===== src/design/fpes_map.vh =====
// Constants for the floating-point error signalling block
`ifndef FPES_MAP_VH
`define FPES_MAP_VH
// Internal vector used when errors are reported in-core
`define FPES_VEC_NUMERIC    8'h10
// Device-not-available vector (shared save/restore of aliased state)
`define FPES_VEC_DEV_NA     8'h07
// Instruction class codes
`define FPES_CLS_OTHER      2'h0
`define FPES_CLS_FP         2'h1
`define FPES_CLS_PKD        2'h2
`define FPES_CLS_WAIT       2'h3
// Aliased register file shape
`define FPES_NUM_REGS       8
`define FPES_REG_WIDTH      64
`define FPES_IDX_WIDTH      3
// Reset values
`define FPES_RST_ERR_N      1'b1
`define FPES_RST_STALL      1'b0
`endif


===== src/design/fpes_core.v =====
// Floating-point error signalling core with aliased register stack
// How it works
// RULE1 - Report bit set: take internal vector 10h
// RULE2 - Report bit clear: outside logic raises interrupt
// RULE3 - Unmasked float exception drives error output low
// RULE4 - Error low, ignore negated: stall, await interrupt
// RULE5 - Outside logic routes error to interrupt controller
// RULE6 - Outside logic asserts ignore on port write
// RULE7 - Ignore sampled asserted: drop error, resume
// RULE8 - Outside logic negates ignore when error clears
// RULE9 - Packed-integer instructions raise no float exceptions
// RULE10 - Pending error reported at next sensitive boundary
// RULE11 - Ignore only counts when sensitive and report clear; in ST_FROZE and ST_SERV the core honours it on any cycle
// RULE12 - Packed registers alias the float stack
// RULE13 - No new exception vectors are added
// RULE14 - Outside ignore latch cleared by system reset
`timescale 1ns/10ps
`include "fpes_map.vh"
module fpes_core #(
   parameter NUM_REGS  = `FPES_NUM_REGS,
   parameter WIDTH     = `FPES_REG_WIDTH,
   parameter IDX_WIDTH = `FPES_IDX_WIDTH
) (
   input  wire                 CLK_IN,
   input  wire                 RST_IN,
   input  wire                 NUMERIC_FAULT_REPORT_SEL_IN,
   input  wire                 IGNORE_NUMERIC_FAULT_IN_N,
   input  wire                 BOUNDARY_IN,
   input  wire [1:0]           INSTR_CLASS_IN,
   input  wire                 FP_EXC_IN,
   input  wire                 INT_ACK_IN,
   input  wire                 REG_WR_IN,
   input  wire [IDX_WIDTH-1:0] REG_WR_IDX_IN,
   input  wire [WIDTH-1:0]     REG_WR_DATA_IN,
   input  wire [IDX_WIDTH-1:0] REG_RD_IDX_IN,
   output reg                  FP_ERROR_OUT_N,
   output reg                  STALL_OUT,
   output reg                  VEC_TAKE_OUT,
   output reg  [7:0]           VEC_NUM_OUT,
   output reg                  PENDING_OUT,
   output wire [WIDTH-1:0]     REG_RD_DATA_OUT
);
   // Sequencer states, one-hot
   localparam [2:0] ST_RUN   = 3'b001;   // Executing normally
   localparam [2:0] ST_FROZE = 3'b010;   // Stalled, waiting for interrupt
   localparam [2:0] ST_SERV  = 3'b100;   // In service routine, error shown

   reg [2:0] state;         // Current state
   reg [2:0] next_state;    // Next state
   reg       pending;       // Unmasked exception awaiting report
   reg       next_pending;
   reg       next_err_n;
   reg       next_stall;
   reg       next_vec;

   wire sens    = BOUNDARY_IN && is_sensitive(INSTR_CLASS_IN);
   wire ignore  = !IGNORE_NUMERIC_FAULT_IN_N;
   // Only float instructions can raise an exception
   wire raise   = FP_EXC_IN && INSTR_CLASS_IN == `FPES_CLS_FP;   // RULE9

   // Float, packed-integer and wait are error-sensitive classes
   function is_sensitive;
      input [1:0] cls;
      begin
         is_sensitive = (cls != `FPES_CLS_OTHER);
      end
   endfunction

   // Next-state and output decode
   always @* begin
      next_state   = state;
      next_pending = pending | raise;                  // RULE3
      next_err_n   = FP_ERROR_OUT_N;
      next_stall   = STALL_OUT;
      next_vec     = 1'b0;
      case (state)
         ST_RUN: begin
            if (pending && sens) begin                 // RULE10
               if (NUMERIC_FAULT_REPORT_SEL_IN) begin
                  // Internal vector, no pins involved
                  next_vec     = 1'b1;                 // RULE1 RULE13
                  next_pending = raise;
               end else if (ignore) begin
                  // Ignore honoured here only with report clear, and also in ST_FROZE and ST_SERV
                  next_pending = raise;                // RULE7 RULE11
               end else begin
                  next_err_n = 1'b0;                   // RULE3
                  next_stall = 1'b1;                   // RULE4
                  next_state = ST_FROZE;
               end
            end
         end
         ST_FROZE: begin
            if (ignore) begin
               // Drop the exception and resume
               next_pending = raise;                   // RULE7
               next_err_n   = 1'b1;
               next_stall   = 1'b0;
               next_state   = ST_RUN;
            end else if (INT_ACK_IN) begin
               // Outside interrupt taken; run the service routine
               next_stall = 1'b0;                      // RULE4
               next_state = ST_SERV;
            end
         end
         ST_SERV: begin
            if (ignore) begin
               // Port write asserted ignore; clear the error
               next_pending = raise;                   // RULE7
               next_err_n   = 1'b1;
               next_state   = ST_RUN;
            end else if (sens) begin
               // Sensitive instruction in handler stalls again
               next_stall = 1'b1;                      // RULE4
               next_state = ST_FROZE;
            end
         end
         default: begin
            next_state = ST_RUN;
            next_err_n = `FPES_RST_ERR_N;
            next_stall = `FPES_RST_STALL;
         end
      endcase
   end

   // State and output registers
   always @(posedge CLK_IN) begin
      if (RST_IN) begin
         state          <= ST_RUN;
         pending        <= 1'b0;
         FP_ERROR_OUT_N <= `FPES_RST_ERR_N;
         STALL_OUT      <= `FPES_RST_STALL;
         VEC_TAKE_OUT   <= 1'b0;
         VEC_NUM_OUT    <= 8'h00;
         PENDING_OUT    <= 1'b0;
      end else begin
         state          <= next_state;
         pending        <= next_pending;
         FP_ERROR_OUT_N <= next_err_n;
         STALL_OUT      <= next_stall;
         VEC_TAKE_OUT   <= next_vec;
         VEC_NUM_OUT    <= next_vec ? `FPES_VEC_NUMERIC : 8'h00;   // RULE1
         PENDING_OUT    <= next_pending;
      end
   end

   // Shared store for float and packed-integer views
   fpes_regstack #(
      .NUM_REGS  (NUM_REGS),
      .WIDTH     (WIDTH),
      .IDX_WIDTH (IDX_WIDTH)
   ) u_stack (
      .clk     (CLK_IN),
      .rst     (RST_IN),
      .wr_en   (REG_WR_IN),
      .wr_idx  (REG_WR_IDX_IN),
      .wr_data (REG_WR_DATA_IN),
      .rd_idx  (REG_RD_IDX_IN),
      .rd_data (REG_RD_DATA_OUT)
   );   // RULE12
endmodule // fpes_core


===== src/design/fpes_regstack.v =====
// Eight-entry register stack shared by float and packed-integer views
`timescale 1ns/10ps
`include "fpes_map.vh"
module fpes_regstack #(
   parameter NUM_REGS  = `FPES_NUM_REGS,
   parameter WIDTH     = `FPES_REG_WIDTH,
   parameter IDX_WIDTH = `FPES_IDX_WIDTH
) (
   input  wire                 clk,
   input  wire                 rst,
   input  wire                 wr_en,
   input  wire [IDX_WIDTH-1:0] wr_idx,
   input  wire [WIDTH-1:0]     wr_data,
   input  wire [IDX_WIDTH-1:0] rd_idx,
   output reg  [WIDTH-1:0]     rd_data
);
   reg [WIDTH-1:0] mem [0:NUM_REGS-1];   // One store, both views
   genvar g;

   // Each entry written by index, cleared at reset
   generate
      for (g = 0; g < NUM_REGS; g = g + 1) begin : g_ent
         always @(posedge clk) begin
            if (rst) begin
               mem[g] <= {WIDTH{1'b0}};
            end else if (wr_en && wr_idx == g) begin
               mem[g] <= wr_data;
            end
         end
      end
   endgenerate

   // Registered read port
   always @(posedge clk) begin
      if (rst) begin
         rd_data <= {WIDTH{1'b0}};
      end else begin
         rd_data <= mem[rd_idx];
      end
   end
endmodule // fpes_regstack


===== config.mk =====
export PLATFORM = sky130hd
export DESIGN_NAME = fpes_core
export DESIGN_NICKNAME = d
export VERILOG_FILES = /design/src/design/fpes_core.v /design/src/design/fpes_regstack.v
export VERILOG_INCLUDE_DIRS = /design/src /design/src/design
export SDC_FILE = /design/constraint.sdc
export NUM_CORES = 1
export LEC_CHECK = 0
export ABC_CLOCK_PERIOD_IN_PS = 4000
export BUFFER_PORTS_ARGS = -buffer_cell sky130_fd_sc_hd__buf_2
export CAP_MARGIN = 20
export CELL_PAD_IN_SITES_DETAIL_PLACEMENT = 0
export CELL_PAD_IN_SITES_GLOBAL_PLACEMENT = 1
export CORE_UTILIZATION = 38
export CTS_CLUSTER_DIAMETER = 150
export CTS_CLUSTER_SIZE = 8
export DETAILED_ROUTE_END_ITERATION = 6
export PLACE_DENSITY = 0.74
export SLEW_MARGIN = 30
export SYNTH_ARGS = -nofsm -noshare
export SYNTH_HDL_FRONTEND = slang
export SYNTH_SLANG_ARGS = --single-unit

===== constraint.sdc =====
create_clock -name CLK_IN -period 4 [get_ports CLK_IN]
set_clock_uncertainty 0.15 [all_clocks]
set_input_delay 0.4 -clock CLK_IN [delete_from_list [all_inputs] [get_ports CLK_IN]]
set_output_delay 0.4 -clock CLK_IN [all_outputs]
set_load 0.02 [all_outputs]

==> flow_metrics.env <==
export IMPL_vias_per_cell=5.05
export IMPL_first_iter_violations=980
export IMPL_syn_to_final_growth_pct=20.3
export IMPL_die_width_um=257
export IMPL_seqPwrFrac=0.482
export IMPL_wl_per_cell_um=22.4
export IMPL_combPwrFrac=0.080
export IMPL_syn_avg_cell_area_um2=16.3
export IMPL_crit_family="compound AO/OA/AOI/OAI gates"
export IMPL_grt_max_degree=65
export IMPL_synthesis_instances=1514
export IMPL_detail_route_antenna_nets=0
export IMPL_fin_util=0.466
export IMPL_setup_violations=0
export IMPL_crit_type="primary input to register"
export IMPL_arrival_ns=2.22
export IMPL_gr_total_overflow=0
export IMPL_wl_um=59500
export IMPL_ys_types=38
export IMPL_clock_fmax_ghz=0.476
export IMPL_switching_share=0.225
export IMPL_synth_edf_count=512
export IMPL_async_flop_share=0
export IMPL_placed_cells=2452
export IMPL_dp_hpwl_um=32300
export IMPL_postCtsSetupRepairBufs=0
export IMPL_slew_viol_final=0
export IMPL_rrSetupSlack_ns=2.19
export IMPL_nNetsFinal=1825
export IMPL_hold_class="primary input to register"
export IMPL_htreeDepth=3
export IMPL_max_stage_delay_ns=0.79
export IMPL_peakVddDrop_mv=0.271
export IMPL_die_area_mm2=0.0658
export IMPL_grt_pass1_wl_um=90400
export IMPL_power_mw=14.9
export IMPL_clockBufferDepth=3
export IMPL_grt_setup_unrepaired="no"
export IMPL_cp_num_buf_inv=2
export IMPL_clk_transition_reported_paths_ns=0.05
export IMPL_insertion_delay_ns=0.61
export IMPL_status="completed"
export IMPL_clock_power_share=0.438
export IMPL_layout_cells_non_filler=2660
export IMPL_cp_required_ns=4.12
export IMPL_critPathLaunchType="primary input"
export IMPL_drc=0
export IMPL_crit_slowest_cell="o21bai_4"
export IMPL_fin_crit_ns=2.10
export IMPL_fin_crit_sh=0.525
export IMPL_p_leak_nw=10.9
export IMPL_root_buffer="clkbuf_16"
export IMPL_core_mm2=0.0635
export IMPL_cts_sinks=583
export IMPL_yosysTopAreaCellShare=0.625
export IMPL_grt_usage=0.184
export IMPL_drive_above_1_share=0.232
export IMPL_p_sw_mw=3.34
export IMPL_synth_area_leaders="edfxtp_1, and2_1, mux4_2, dfxtp_1, mux2i_1"
export IMPL_end_kind="register"
export IMPL_worstPathCellList="buf_2, nand2b_1, o21bai_4, buf_4"
export IMPL_cts_tree="done"
export IMPL_cp_max_fo=19
export IMPL_ys_ff_latch=583
export IMPL_portBuffers=148
export IMPL_yosysWarnings=0
export IMPL_relSlewSlack=0.391
export IMPL_start_util=0.387
export IMPL_ios=156
export IMPL_synth_area_mm2=0.0246
export IMPL_power_density_mw_per_mm2=502
export IMPL_grt_pass1_vias=14400
export IMPL_synth_top_cell_by_area="edfxtp_1"
export IMPL_drv_cap=0
export IMPL_routed_via_count=13400
export IMPL_ys_seq_area_frac=0.682
export IMPL_gp_congestion=0.739
export IMPL_tightestPinTransition_ns=0.913
export IMPL_synth_ff_type="edfxtp_1"
export IMPL_antenna_found_initial=4
export IMPL_hold_slack_ns=0.0337
export IMPL_cts_buffers=82
export IMPL_rows=92
export IMPL_dr_pass1_iters=5
export IMPL_dieHeight_um=257
export IMPL_hold_violations=0
export IMPL_p_int_mw=11.5
[power groups by stage]
stage	sequential, mW	combinational [mW]	clock, mW
2_1_floorplan	7.35	0.607	0
3_5_place_dp	7.28	1.16	0
6_report	7.17	1.19	6.50
4_1_cts	7.17	1.21	6.64
3_3_place_gp	7.26	1.14	0
5_1_grt	7.20	1.28	6.88
[routing by layer]
| metal | wire, um | vias to the layer above | share of wire | track usage |
|---|---|---|---|---|
| met5 | 40 | - | 0.00067 | 0 |
| met4 | 923 | 6 | 0.016 | 0.0509 |
| met3 | 3310 | 71 | 0.056 | 0.0376 |
| met2 | 28700 | 378 | 0.48 | 0.301 |
| met1 | 26500 | 6967 | 0.45 | 0.248 |
| li1 | - | 6020 | - | - |
[registers in the layout, indices dropped and copies added, names as in the netlist]
signal           count
state                3
STALL_OUT            1
FP_ERROR_OUT_N       1
u_stack.rd_data     64
VEC_TAKE_OUT         1
pending              1
u_stack.mem        512
[worst reg2reg max path, cell delays in order, from the launching register on]
cell           delay, ns
dfxtp_1             0.38
or2b_1              0.30
inv_1               0.07
a22oi_1             0.08
nor3_1              0.18
dlygate4sd3_1       0.59
[cell usage after synthesis, types with 2 or more instances]
master	number
a21oi_1	3
a221o_1	2
and2_1	514
and2b_1	2
buf_1	14
buf_2	22
buf_4	10
clkbuf_1	54
dfxtp_1	71
edfxtp_1	512
inv_1	3
mux2i_1	64
mux4_2	128
nand2_1	3
nand2b_1	6
nor2_1	69
nor2_2	5
nor3_2	2
o21ai_0	4
o21bai_1	7
or2b_1	2
[kinds of logic after synthesis]
kind of cell | after synthesis | share of synthesized area
and+or+nand+nor | 611 | 0.149
DFF | 583 | 0.682
muxes | 192 | 0.143
buffers and inverters | 103 | 0.0183
AOI/OAI and AO/OA | 24 | 0.00707
other | 1 | 0.000152
[per-stage QoR]
stage / worst slack, ns / area, um2 / setup TNS [ns]
finish: 1.90 / 29600 / 0
detailed placement: 1.26 / 26600 / 0
floorplan: -0.249 / 24600 / -63.11
global route: 1.85 / 29600 / 0
global placement: 1.27 / 26600 / 0
CTS: 1.91 / 29600 / 0
[area by class of cell]
type / instances / area (um2)
clock buffers: 148 / 2360
repair buffers: 241 / 1800
clock inverters: 4 / 65.1
diodes: 1 / 2.50
inverters: 3 / 11.3
multi-input cells: 834 / 7520
fillers: 5565 / 33900
flip-flops and latches: 583 / 16800
well taps: 846 / 1060
[worst paths after layout]
check,cells past startpoint,end,start
worst min-delay path,2,u_stack.mem[7][31]$_SDFFCE_PN0P_,REG_WR_DATA_IN[31]
worst max register to register,5,state[2]$_SDFFE_PP0P_,state[1]$_SDFFE_PP0P_
worst max-delay path,4,u_stack.mem[2][49]$_SDFFCE_PN0P_,REG_WR_IDX_IN[2]
worst min register to register,2,STALL_OUT$_SDFFE_PP0P_,STALL_OUT$_SDFFE_PP0P_
[layout by cell type (no fill, tap or decap), drive strengths merged, types with 2 or more instances in the layout]
cell type and instances:
a221o 2, mux4 128, inv 3, nand2b 6
and2 514, nor2 74, clkinv 4, dlygate4sd3 55
nand2 3, mux2i 64, clkbuf 148, edfxtp 512
a21oi 3, or2b 2, o21ai 4, buf 186
nor3 3, dfxtp 71, o21bai 7, conb 7
and2b 2
[timing repair]
action	4_1_cts	5_1_grt
resized for setup	0	0
endpoints found under the hold margin	310	0
hold buffers	55	0
Note: power is estimated with default switching activity, not from simulation.
